==> config.mk <==
export PLATFORM = sky130hd
export DESIGN_NAME = root_thread_spawner
export DESIGN_NICKNAME = d
export VERILOG_FILES = /design/src/logic/spawner_pkg.sv /design/src/logic/root_thread_spawner.sv
export SDC_FILE = /design/constraint.sdc
export NUM_CORES = 1
export LEC_CHECK = 0
export BUFFER_PORTS_ARGS = -buffer_cell sky130_fd_sc_hd__buf_2
export CAP_MARGIN = 10
export CORE_ASPECT_RATIO = 2
export CORE_MARGIN = 5
export CORE_UTILIZATION = 40
export CTS_CLUSTER_DIAMETER = 60
export CTS_CLUSTER_SIZE = 28
export DETAILED_ROUTE_END_ITERATION = 7
export SLEW_MARGIN = 20
export SYNTH_ARGS = -nofsm -noshare
export SYNTH_HDL_FRONTEND = slang
export SYNTH_SLANG_ARGS = --single-unit
==> constraint.sdc <==
create_clock -name i_sys_clk -period 4.15 [get_ports i_sys_clk]
set_input_delay 0.2075 -clock i_sys_clk [delete_from_list [all_inputs] [get_ports i_sys_clk]]
set_output_delay 0.2075 -clock i_sys_clk [all_outputs]
set_load 0.01 [all_outputs]
==> src/logic/spawner_pkg.sv <==
// shared constants, register map and carrier types of the root spawner
package spawner_pkg;
  localparam int ROOTQ_DEPTH = 4;
  localparam int CHILDQ_DEPTH = 8;
  localparam int L1_WAYS = 4;
  localparam int SLOTS = 8;
  // register byte offsets
  localparam logic [7:0] OFS_CTRL = 8'h00;
  localparam logic [7:0] OFS_SBASE = 8'h04;
  localparam logic [7:0] OFS_STATUS = 8'h08;
  localparam logic [7:0] OFS_DCNT = 8'h0c;
  // control fields
  localparam int CTRL_MAX_LSB = 0;
  localparam int CTRL_CHILD_BIT = 8;
  localparam int CTRL_SB_BIT = 9;
  localparam int CTRL_SSIZE_LSB = 16;
  localparam logic [31:0] CTRL_RST = 32'h0000_0001;
  localparam logic [31:0] SBASE_RST = 32'h0000_0000;
  // status fields
  localparam int STAT_CNT_LSB = 0;
  localparam int STAT_RQ_LSB = 8;
  localparam int STAT_CQ_LSB = 16;
  localparam int STAT_BUSY_BIT = 24;
  // descriptor bit asking for scratch memory
  localparam int DESC_SCRATCH_BIT = 0;
  localparam logic [3:0] MAX_SLOTS = 4'h8;

  typedef struct packed {
    logic [4:0] desc_ptr;
    logic [7:0] handle;
    logic sync;
    logic ext;
  } root_req_s;

  typedef struct packed {
    logic spawn_root;
    logic [4:0] desc_ptr;
    logic [15:0] urb_ptr;
  } child_req_s;

  typedef enum logic [0:0] {
    MSG_TERM = 1'b0,
    MSG_REL = 1'b1
  } msg_kind_e;

  typedef struct packed {
    msg_kind_e kind;
    logic [2:0] slot;
  } thread_msg_s;

  typedef struct packed {
    logic is_root;
    logic [31:0] desc;
    logic [15:0] urb_ptr;
    logic [31:0] scratch_ptr;
    logic [2:0] slot;
    logic [7:0] ret_handle;
    logic ret_valid;
  } disp_s;

  typedef enum logic [2:0] {
    ST_IDLE = 3'b000,
    ST_LOOKUP = 3'b001,
    ST_L2 = 3'b010,
    ST_CHECK = 3'b011,
    ST_DISP = 3'b100
  } eng_e;
endpackage : spawner_pkg

==> src/logic/root_thread_spawner.sv <==
// root-thread spawner: queues, descriptor cache, dispatch and root tracking
//
// What this block does
// - root queue arbitrates only below root maximum
// - four-entry associative descriptor cache, misses go L2
// - descriptors come back in request order
// - recheck root maximum after descriptor arrives
// - make scratch pointer when root wants scratch
// - build dispatch record (slot, return handle), then request dispatch
// - track roots; termination frees scratch and slot
// - accept handle release before root terminates
// - child mode clear: release handle at dispatch ack
// - child mode set: handle returned, released on message
// - limit only roots, never child threads
// - one shared scratch size for all roots
// - sync flag marks synchronized root, same queue
// - sync root waits for spawn-root at child head
// - spawn-root head blocks child queue until pairing
// - paired heads leave both queues same cycle
// - extended sync root also needs scoreboard ready
// - child queue served before root queue
// - child queue eight deep; pop pulses return credit
module root_thread_spawner (
  // clock and reset
  input wire logic i_sys_clk,
  input wire logic i_rst_b,
  // wishbone slave
  input wire logic i_wb_cyc,
  input wire logic i_wb_stb,
  input wire logic i_wb_we,
  input wire logic [7:0] i_wb_adr,
  input wire logic [3:0] i_wb_sel,
  input wire logic [31:0] i_wb_dat,
  output logic [31:0] o_wb_dat,
  output logic o_wb_ack,
  // root requests from the front_end_unit
  input wire logic i_root_valid,
  input wire spawner_pkg::root_req_s i_root_req,
  output logic o_root_ready,
  // child queue messages from the message bus
  input wire logic i_child_valid,
  input wire spawner_pkg::child_req_s i_child_req,
  output logic o_child_ready,
  output logic o_child_pop,
  // thread messages (termination, resource release)
  input wire logic i_msg_valid,
  input wire spawner_pkg::thread_msg_s i_msg,
  output logic o_msg_ready,
  // second-level descriptor cache
  output logic o_l2_req,
  output logic [4:0] o_l2_ptr,
  input wire logic i_l2_rvalid,
  input wire logic [31:0] i_l2_desc,
  // hardware scoreboard
  input wire logic i_sb_ready,
  // thread_dispatcher_unit
  output logic o_disp_valid,
  output spawner_pkg::disp_s o_disp,
  input wire logic i_disp_ack,
  // return_buffer handle release to the front_end_unit
  output logic o_rel_valid,
  output logic [7:0] o_rel_handle
);
  import spawner_pkg::*;

  // ----------------------------------------
  // decode helpers
  // ----------------------------------------
  function automatic logic [31:0] lane_merge(input logic [31:0] old,
    input logic [31:0] dat, input logic [3:0] sel);
    logic [31:0] r;
    r = old;
    for (int i = 0; i < 4; i++)
    begin
      if (sel[i])
      begin
        r[i*8 +: 8] = dat[i*8 +: 8];
      end
    end
    return r;
  endfunction : lane_merge

  function automatic logic [3:0] eff_max(input logic [31:0] ctrl);
    logic [3:0] m;
    m = ctrl[CTRL_MAX_LSB +: 4];
    return (m > MAX_SLOTS) ? MAX_SLOTS : m;
  endfunction : eff_max

  // ----------------------------------------
  // state
  // ----------------------------------------
  logic [31:0] ctrl_ff, nxt_ctrl, sbase_ff, nxt_sbase, dcnt_ff, nxt_dcnt;
  logic [31:0] wbdat_ff, nxt_wbdat;
  logic ack_ff, nxt_ack;
  root_req_s rq_mem [ROOTQ_DEPTH];
  child_req_s cq_mem [CHILDQ_DEPTH];
  logic [1:0] rq_rd_ff, nxt_rq_rd, rq_wr_ff, nxt_rq_wr;
  logic [2:0] rq_cnt_ff, nxt_rq_cnt;
  logic [2:0] cq_rd_ff, nxt_cq_rd, cq_wr_ff, nxt_cq_wr;
  logic [3:0] cq_cnt_ff, nxt_cq_cnt;
  logic [4:0] tag_ff [L1_WAYS];
  logic [31:0] dat_ff [L1_WAYS];
  logic [L1_WAYS-1:0] tv_ff, nxt_tv;
  logic [1:0] rr_ff, nxt_rr;
  eng_e st_ff, nxt_st;
  logic cur_root_ff, nxt_cur_root, cur_sync_ff, nxt_cur_sync;
  logic cur_ext_ff, nxt_cur_ext;
  logic [4:0] cur_ptr_ff, nxt_cur_ptr;
  logic [7:0] cur_hdl_ff, nxt_cur_hdl;
  logic [15:0] cur_urb_ff, nxt_cur_urb;
  logic [31:0] desc_ff, nxt_desc;
  disp_s disp_ff, nxt_disp;
  logic [SLOTS-1:0] sv_ff, nxt_sv, srel_ff, nxt_srel;
  logic [7:0] shdl_ff [SLOTS];
  logic [3:0] cnt_ff, nxt_cnt;
  logic rel_ff, nxt_rel, pop_ff, nxt_pop;
  logic [7:0] relh_ff, nxt_relh;
  logic rq_push, cq_push, rq_pop, cq_pop, fill, hit;
  logic [1:0] hit_idx;
  logic [2:0] free_slot;
  logic room, child_mode, sb_ok, ack_rel, wr_hit;
  root_req_s rq_head;
  child_req_s cq_head;

  assign child_mode = ctrl_ff[CTRL_CHILD_BIT];
  assign rq_head = rq_mem[rq_rd_ff];
  assign cq_head = cq_mem[cq_rd_ff];
  assign room = cnt_ff < eff_max(ctrl_ff);
  assign o_root_ready = rq_cnt_ff != 3'(ROOTQ_DEPTH);
  assign o_child_ready = cq_cnt_ff != 4'(CHILDQ_DEPTH);
  assign rq_push = i_root_valid && o_root_ready;
  assign cq_push = i_child_valid && o_child_ready;
  // a release at dispatch owns the release port; messages wait that cycle
  assign ack_rel = st_ff == ST_DISP && i_disp_ack && cur_root_ff &&
    !child_mode;
  assign o_msg_ready = !ack_rel;
  assign o_l2_req = st_ff == ST_L2;
  assign o_l2_ptr = cur_ptr_ff;
  assign o_disp_valid = st_ff == ST_DISP;
  assign o_disp = disp_ff;
  assign o_rel_valid = rel_ff;
  assign o_rel_handle = relh_ff;
  assign o_child_pop = pop_ff;
  assign o_wb_ack = ack_ff;
  assign o_wb_dat = wbdat_ff;
  assign sb_ok = !(cur_sync_ff && cur_ext_ff && ctrl_ff[CTRL_SB_BIT]) ||
    i_sb_ready;

  // ----------------------------------------
  // cache lookup and free slot search
  // ----------------------------------------
  always_comb
  begin
    hit = 1'b0;
    hit_idx = 2'h0;
    for (int i = 0; i < L1_WAYS; i++)
    begin
      if (tv_ff[i] && tag_ff[i] == cur_ptr_ff && !hit)
      begin
        hit = 1'b1;
        hit_idx = 2'(i);
      end
    end
    free_slot = 3'h0;
    for (int i = SLOTS - 1; i >= 0; i--)
    begin
      if (!sv_ff[i])
      begin
        free_slot = 3'(i);
      end
    end
  end

  // ----------------------------------------
  // register bus
  // ----------------------------------------
  always_comb
  begin
    nxt_ack = i_wb_cyc && i_wb_stb && !ack_ff;
    wr_hit = i_wb_cyc && i_wb_stb && i_wb_we && ack_ff;
    nxt_ctrl = ctrl_ff;
    nxt_sbase = sbase_ff;
    if (wr_hit && i_wb_adr == OFS_CTRL)
    begin
      nxt_ctrl = lane_merge(ctrl_ff, i_wb_dat, i_wb_sel);
    end
    if (wr_hit && i_wb_adr == OFS_SBASE)
    begin
      nxt_sbase = lane_merge(sbase_ff, i_wb_dat, i_wb_sel);
    end
    nxt_wbdat = wbdat_ff;
    if (nxt_ack)
    begin
      case (i_wb_adr)
        OFS_CTRL: nxt_wbdat = ctrl_ff;
        OFS_SBASE: nxt_wbdat = sbase_ff;
        OFS_STATUS: nxt_wbdat = {7'h0, st_ff != ST_IDLE, 4'h0, cq_cnt_ff,
          5'h0, rq_cnt_ff, 4'h0, cnt_ff};
        OFS_DCNT: nxt_wbdat = dcnt_ff;
        default: nxt_wbdat = 32'h0;
      endcase
    end
  end

  always_ff @(posedge i_sys_clk or negedge i_rst_b)
  begin
    if (!i_rst_b)
    begin
      ack_ff <= 1'b0;
      ctrl_ff <= CTRL_RST;
      sbase_ff <= SBASE_RST;
      wbdat_ff <= 32'h0;
    end
    else
    begin
      ack_ff <= nxt_ack;
      ctrl_ff <= nxt_ctrl;
      sbase_ff <= nxt_sbase;
      wbdat_ff <= nxt_wbdat;
    end
  end

  // ----------------------------------------
  // dispatch engine
  // ----------------------------------------
  always_comb
  begin
    nxt_st = st_ff;
    rq_pop = 1'b0;
    cq_pop = 1'b0;
    fill = 1'b0;
    nxt_cur_root = cur_root_ff;
    nxt_cur_sync = cur_sync_ff;
    nxt_cur_ext = cur_ext_ff;
    nxt_cur_ptr = cur_ptr_ff;
    nxt_cur_hdl = cur_hdl_ff;
    nxt_cur_urb = cur_urb_ff;
    nxt_desc = desc_ff;
    nxt_disp = disp_ff;
    nxt_tv = tv_ff;
    nxt_rr = rr_ff;
    nxt_dcnt = dcnt_ff;
    case (st_ff)
      ST_IDLE:
      begin
        if (cq_cnt_ff != 4'h0 && !cq_head.spawn_root)
        begin
          cq_pop = 1'b1;
          nxt_cur_root = 1'b0;
          nxt_cur_sync = 1'b0;
          nxt_cur_ext = 1'b0;
          nxt_cur_ptr = cq_head.desc_ptr;
          nxt_cur_urb = cq_head.urb_ptr;
          nxt_st = ST_LOOKUP;
        end
        else if (rq_cnt_ff != 3'h0 && room)
        begin
          // sync root only leaves paired with a spawn-root head
          if (!rq_head.sync || (cq_cnt_ff != 4'h0 && cq_head.spawn_root))
          begin
            rq_pop = 1'b1;
            cq_pop = rq_head.sync;
            nxt_cur_root = 1'b1;
            nxt_cur_sync = rq_head.sync;
            nxt_cur_ext = rq_head.ext;
            nxt_cur_ptr = rq_head.desc_ptr;
            nxt_cur_hdl = rq_head.handle;
            nxt_cur_urb = 16'h0;
            nxt_st = ST_LOOKUP;
          end
        end
      end
      ST_LOOKUP:
      begin
        if (hit)
        begin
          nxt_desc = dat_ff[hit_idx];
          nxt_st = ST_CHECK;
        end
        else
        begin
          nxt_st = ST_L2;
        end
      end
      ST_L2:
      begin
        // one lookup in flight keeps descriptors in request order
        if (i_l2_rvalid)
        begin
          fill = 1'b1;
          nxt_desc = i_l2_desc;
          nxt_tv[rr_ff] = 1'b1;
          nxt_rr = rr_ff + 2'h1;
          nxt_st = ST_CHECK;
        end
      end
      ST_CHECK:
      begin
        nxt_disp.is_root = cur_root_ff;
        nxt_disp.desc = desc_ff;
        nxt_disp.urb_ptr = cur_urb_ff;
        nxt_disp.scratch_ptr = 32'h0;
        nxt_disp.slot = 3'h0;
        nxt_disp.ret_handle = 8'h0;
        nxt_disp.ret_valid = 1'b0;
        if (!cur_root_ff)
        begin
          nxt_st = ST_DISP;
        end
        else if (room && sb_ok)
        begin
          nxt_disp.slot = free_slot;
          nxt_disp.ret_handle = child_mode ? cur_hdl_ff : 8'h0;
          nxt_disp.ret_valid = child_mode;
          if (desc_ff[DESC_SCRATCH_BIT])
          begin
            nxt_disp.scratch_ptr = sbase_ff + (32'(free_slot) <<
              ctrl_ff[CTRL_SSIZE_LSB +: 4]);
          end
          nxt_st = ST_DISP;
        end
      end
      ST_DISP:
      begin
        if (i_disp_ack)
        begin
          nxt_dcnt = dcnt_ff + 32'h1;
          nxt_st = ST_IDLE;
        end
      end
      default: nxt_st = ST_IDLE;
    endcase
  end

  always_ff @(posedge i_sys_clk or negedge i_rst_b)
  begin
    if (!i_rst_b)
    begin
      st_ff <= ST_IDLE;
      cur_root_ff <= 1'b0;
      cur_sync_ff <= 1'b0;
      cur_ext_ff <= 1'b0;
      cur_ptr_ff <= 5'h0;
      cur_hdl_ff <= 8'h0;
      cur_urb_ff <= 16'h0;
      desc_ff <= 32'h0;
      disp_ff <= '0;
      tv_ff <= '0;
      rr_ff <= 2'h0;
      dcnt_ff <= 32'h0;
    end
    else
    begin
      st_ff <= nxt_st;
      cur_root_ff <= nxt_cur_root;
      cur_sync_ff <= nxt_cur_sync;
      cur_ext_ff <= nxt_cur_ext;
      cur_ptr_ff <= nxt_cur_ptr;
      cur_hdl_ff <= nxt_cur_hdl;
      cur_urb_ff <= nxt_cur_urb;
      desc_ff <= nxt_desc;
      disp_ff <= nxt_disp;
      tv_ff <= nxt_tv;
      rr_ff <= nxt_rr;
      dcnt_ff <= nxt_dcnt;
    end
  end

  // cache storage needs no reset: valid bits guard it
  always_ff @(posedge i_sys_clk)
  begin
    if (fill)
    begin
      tag_ff[rr_ff] <= cur_ptr_ff;
      dat_ff[rr_ff] <= i_l2_desc;
    end
  end

  // ----------------------------------------
  // queues
  // ----------------------------------------
  always_comb
  begin
    nxt_rq_wr = rq_wr_ff + 2'(rq_push);
    nxt_rq_rd = rq_rd_ff + 2'(rq_pop);
    nxt_rq_cnt = rq_cnt_ff + 3'(rq_push) - 3'(rq_pop);
    nxt_cq_wr = cq_wr_ff + 3'(cq_push);
    nxt_cq_rd = cq_rd_ff + 3'(cq_pop);
    nxt_cq_cnt = cq_cnt_ff + 4'(cq_push) - 4'(cq_pop);
    nxt_pop = cq_pop;
  end

  always_ff @(posedge i_sys_clk or negedge i_rst_b)
  begin
    if (!i_rst_b)
    begin
      rq_wr_ff <= 2'h0;
      rq_rd_ff <= 2'h0;
      rq_cnt_ff <= 3'h0;
      cq_wr_ff <= 3'h0;
      cq_rd_ff <= 3'h0;
      cq_cnt_ff <= 4'h0;
      pop_ff <= 1'b0;
    end
    else
    begin
      rq_wr_ff <= nxt_rq_wr;
      rq_rd_ff <= nxt_rq_rd;
      rq_cnt_ff <= nxt_rq_cnt;
      cq_wr_ff <= nxt_cq_wr;
      cq_rd_ff <= nxt_cq_rd;
      cq_cnt_ff <= nxt_cq_cnt;
      pop_ff <= nxt_pop;
    end
  end

  always_ff @(posedge i_sys_clk)
  begin
    if (rq_push)
    begin
      rq_mem[rq_wr_ff] <= i_root_req;
    end
    if (cq_push)
    begin
      cq_mem[cq_wr_ff] <= i_child_req;
    end
  end

  // ----------------------------------------
  // root tracking and handle release
  // ----------------------------------------
  always_comb
  begin
    logic disp_root, term, rel_msg;
    disp_root = st_ff == ST_DISP && i_disp_ack && cur_root_ff;
    term = i_msg_valid && o_msg_ready && i_msg.kind == MSG_TERM &&
      sv_ff[i_msg.slot];
    rel_msg = i_msg_valid && o_msg_ready && i_msg.kind == MSG_REL &&
      sv_ff[i_msg.slot] && !srel_ff[i_msg.slot];
    nxt_sv = sv_ff;
    nxt_srel = srel_ff;
    nxt_rel = 1'b0;
    nxt_relh = relh_ff;
    if (term)
    begin
      nxt_sv[i_msg.slot] = 1'b0;
    end
    if (rel_msg)
    begin
      nxt_srel[i_msg.slot] = 1'b1;
      nxt_rel = 1'b1;
      nxt_relh = shdl_ff[i_msg.slot];
    end
    if (disp_root)
    begin
      nxt_sv[disp_ff.slot] = 1'b1;
      nxt_srel[disp_ff.slot] = !child_mode;
    end
    if (ack_rel)
    begin
      nxt_rel = 1'b1;
      nxt_relh = cur_hdl_ff;
    end
    nxt_cnt = cnt_ff + 4'(disp_root) - 4'(term);
  end

  always_ff @(posedge i_sys_clk or negedge i_rst_b)
  begin
    if (!i_rst_b)
    begin
      sv_ff <= '0;
      srel_ff <= '0;
      cnt_ff <= 4'h0;
      rel_ff <= 1'b0;
      relh_ff <= 8'h0;
    end
    else
    begin
      sv_ff <= nxt_sv;
      srel_ff <= nxt_srel;
      cnt_ff <= nxt_cnt;
      rel_ff <= nxt_rel;
      relh_ff <= nxt_relh;
    end
  end

  always_ff @(posedge i_sys_clk)
  begin
    if (st_ff == ST_DISP && i_disp_ack && cur_root_ff)
    begin
      shdl_ff[disp_ff.slot] <= cur_hdl_ff;
    end
  end
endmodule : root_thread_spawner

==> results.txt <==
The flow ran to the end, and the final reports show no timing, DRC or antenna violations. The worst hold path startpoint was i_root_valid. The arrival time reported for the critical path endpoint is 4470 ps, and the number of ports placed on the die boundary is 274. The unique cell type count in the Yosys netlist was 77; the count of cells along the worst register-to-register path was 16. By area the synthesized netlist is led by edfxtp_1, dfrtp_1, mux4_2. After filler insertion, the fill cell instance count of the layout stands at 7369.

Once detailed placement completed, the half-perimeter wirelength came to 58400 um. The run gives 0.189 as the global routing usage summed across all routing layers. For the reg2reg setup slack, the log shows 230 ps. Clock sink count: 790.

From synthesis to final layout, the design area changed by 15.3%. Counting every net in the synthesized netlist gives 2480. Synthesis produced 2303 cells.

The number of nets in the layout is 2833, and the worst path setup slack after routing is 230 ps. The count of cells along the worst hold path was 4; the max-capacitance violation count was 0. The core region is 0.0824 mm^2. The total cell area at the placement stage came out at 0.0358 mm^2.

For the floorplan row count, the log shows 149. From bottom edge to top edge, the die measures 418 um. The analysis attributes to cell leakage a power of 16.1 nW. Along the worst path, the maximum fanout reaches 5.

Share of the synthesized area in the top cell type: 0.405. The die width came out at 214 um. The die covers 0.0892 mm^2. The worst register-to-register path begins at sv_ff[6]$_DFF_PN0_. In this run, synthesis inferred 448 flip-flops with an integrated enable. Terminus of the critical flop-to-flop path: o_disp[36]$_DFFE_PN0P_. Clock-pin slew was measured on the worst setup and hold paths at 110 ps.

The final wirelength was 84900 um. For the final routed database, the setup TNS stands at 0 ps. The first global-routing pass estimated 130000 um of wire. The mean number of vias per cell was 5.37.

For the starting DRC count in detailed routing, the log shows 1231. The later pin in the worst-skew pair is clocked with a latency of 610 ps. Across all hold checks on the routed design, the worst slack comes to 114 ps. Including well taps, the total number of placed cells is 3565.

During synthesis, Yosys emitted a total of 0 warnings. For the number of remaining DRC errors, the log shows 0. TritonCTS built the clock tree. At the placement stage, the worst setup path has a slack of 66.8 ps. Routability-driven placement finished with a final weighted congestion of 0.887. The number of antenna violations at the first check in global routing came out at 14. Top cell type by total area after synthesis: edfxtp_1. Setup repair after global routing could not meet its margin everywhere.

The tools report the type of element launching the critical path as a flop. Input and output buffers added on the ports amount to 273. The via count of the first global-routing pass is 21200.

Setup violations remaining at the end of the flow were counted as 0. In this run the number of H-tree levels came out at 2. The tools report the sequential fraction of the synthesis area as 0.663.

The final critical-path share of the clock period works out to 0.945. Tightest slew margin relative to the limit: 0.298. After layout, the minimum clock period comes to 3920 ps. The starting density of the core was 0.403. In this run the worst setup path begins at sv_ff[6]$_DFF_PN0_. STA classifies the critical path endpoint as a flop. After detailed routing, the met3 layer carries 4440 um of wire.

The critical path is of the reg -> reg type. In the final routed layout, each cell accounts on average for 22.6 um. The run gives 39 as the number of buffers added by the clock tree synthesis step. Most used flip-flop cell after synthesis: edfxtp_1. The clock passes through at most 3 buffers. In this run the cell area of the synthesized design comes to 0.0332 mm^2.

Final hold violation count: 0. The leftover overflow at the end of global routing came out at 0. The highest layer touched by signal routing is met5.

Entering global routing, the biggest net connects 87 pins. The ratio of cells with drive above 1 in the final layout is 0.234. The tools report the buffer cell driving the clock tree root as clkbuf_16. Synthesis inferred 790 register bits. The final worst clock skew is 32.3 ps, and the first-pass detailed-route iteration total is 5.

The total non-filler cell area in the finished layout is 0.0383 mm^2. The async set-or-reset flop fraction in the synthesized netlist is 0.433, and the number of standard cells in the layout, taps in and fillers out is 3752. The path category of the worst min-delay check was in -> reg. The top achievable clock speed was 255 MHz.

For hold timing, the worst endpoint is rq_wr_ff[0]$_DFF_PN0_. The total number of vias is 20100, and the worst vdd rail ir drop is 0.539 mV. The remaining number of nets flagged by the antenna check after routing came out at 0.

The synthesized area per cell was 14.4 um^2; the number of pins exceeding their max-slew limit in the final report was 0. Detailed routing placed a total of 43500 um of wire on met2. The power density relative to cell area was 551 mW/mm^2; the wire length on met1 was 33900 um. At the pin with the least slew margin, the transition time is 1050 ps. Data on the critical path is required at its endpoint by 4700 ps.
## layout by cell type, fill, tap and decap left out, types with 16 or more instances in the layout
cell type      Yosys  final
buf_4              4     43
xnor2_1           41     41
nor2_1            66     63
mux4_2            71     71
nand2_1          308    307
nor3_1            22     19
a22oi_1           16     16
nand3_1           85     85
a22o_1            33     33
dfrtp_1          341    340
clkbuf_16          0     42
edfxtp_1         448    448
a21oi_1           53     52
o211ai_1          29     29
inv_1             45     45
a21o_1            18     18
and3_1            20     16
dlygate4sd3_1      0    105
nand2b_1          17     17
o21ai_0           87     85
mux2_2           106    106
mux2i_1          120    120
buf_2             40    272
ha_1              45     44
xor2_1            37     37
## metrics by stage
stage               utilization  total power, mW
floorplan                     -             14.4
global placement          0.435             16.4
detailed placement        0.435             16.7
CTS                       0.464             21.5
global route              0.465             22.3
finish                    0.465             21.1
## worst max-delay path, stage by stage (launching register included)
cell	delay (ps)
dfrtp_1	380
buf_4	140
nand2_1	50
nand3_1	90
a31oi_1	310
nand2b_1	120
a21oi_1	210
inv_1	100
or3_1	340
fa_1	410
nand2b_1	210
a21oi_2	200
o21ai_2	110
a211o_1	350
a211o_1	340
a2111o_1	430
nand3_1	90
## sequential cells by signal (all words and copies together) (netlist names), 16 cells and up
signal,flops
o_wb_dat,32
cur_urb_ff,16
dat_ff,128
dcnt_ff,32
rq_mem,60
desc_ff,32
ctrl_ff,32
o_disp,93
shdl_ff,64
tag_ff,20
sbase_ff,32
cq_mem,176
## how the worst max path moves through the flow
stage / endpoint / slack (ps)
2_1_floorplan: o_disp[36]$_DFFE_PN0P_ / 550
3_3_place_gp: o_disp[36]$_DFFE_PN0P_ / 160
3_5_place_dp: o_disp[36]$_DFFE_PN0P_ / 70
4_1_cts: o_disp[36]$_DFFE_PN0P_ / 60
5_1_grt: o_disp[36]$_DFFE_PN0P_ / -40
6_report: o_disp[36]$_DFFE_PN0P_ / 230
## where the power goes
group	internal (mW)	switching, mW
clock	2.07	2.61
sequential	9.76	0.888
combinational	2.37	3.40
## kinds of logic (layout without fill, tap and decap cells)
group                      Yosys count  count (layout)  synth area share
other                                0               9                 0
muxes                              297             297             0.120
AOI/OAI and AO/OA                  327             327            0.0701
xor gates and xnor gates            78              78            0.0206
adders and majority gates           49              49            0.0194
buffers and inverters              163             546            0.0237
DFF                                790             790             0.663
and+or+nand+nor                    599             599            0.0834
## cells in the mapped netlist (all sizes together), types with 3 or more instances
library cell    n
a211o           4
a211oi         14
a21o           18
a21oi          53
a221oi          9
a22o           33
a22oi          16
a31oi           5
a32oi          12
a41oi           3
and2            9
and3           20
and3b           3
and4            4
buf            62
clkbuf         55
dfrtp         341
edfxtp        448
fa              4
ha             45
inv            46
mux2          106
mux2i         120
mux4           71
nand2         311
nand2b         17
nand3          85
nand3b          3
nand4          13
nor2           67
nor2b           3
nor3           24
nor3b           6
nor4            8
o211ai         40
o21a            4
o21ai          93
o21bai          4
o22ai           5
or2            10
or3             5
xnor2          41
xor2           37
## layout make-up
| class | instances | area [um^2] | area share |
|---|---|---|---|
| Timing Repair Buffer | 429 | 2920 | 0.0762 |
| Multi-Input combinational cell | 1350 | 10500 | 0.274 |
| Clock inverter | 16 | 215 | 0.00562 |
| Antenna cell | 9 | 22.5 | 0.000588 |
| Inverter | 46 | 173 | 0.00451 |
| Clock buffer | 55 | 1130 | 0.0295 |
| Tap cell | 1057 | 1320 | 0.0345 |
| Sequential cell | 790 | 22000 | 0.575 |
## timing repair
action	in CTS	in global routing
hold buffers	105	0
endpoints found under the setup margin	0	14
hold endpoints to repair	543	0
setup buffers	0	1
gates resized for setup	0	6
## per-layer routing
layer | track usage | up-vias
li1 | - | 9246
met1 | 0.237 | 10300
met2 | 0.329 | 488
met3 | 0.0342 | 124
met4 | 0.0625 | 10
met5 | 0 | -
No activity file was read; power rests on OpenSTA's default activity.
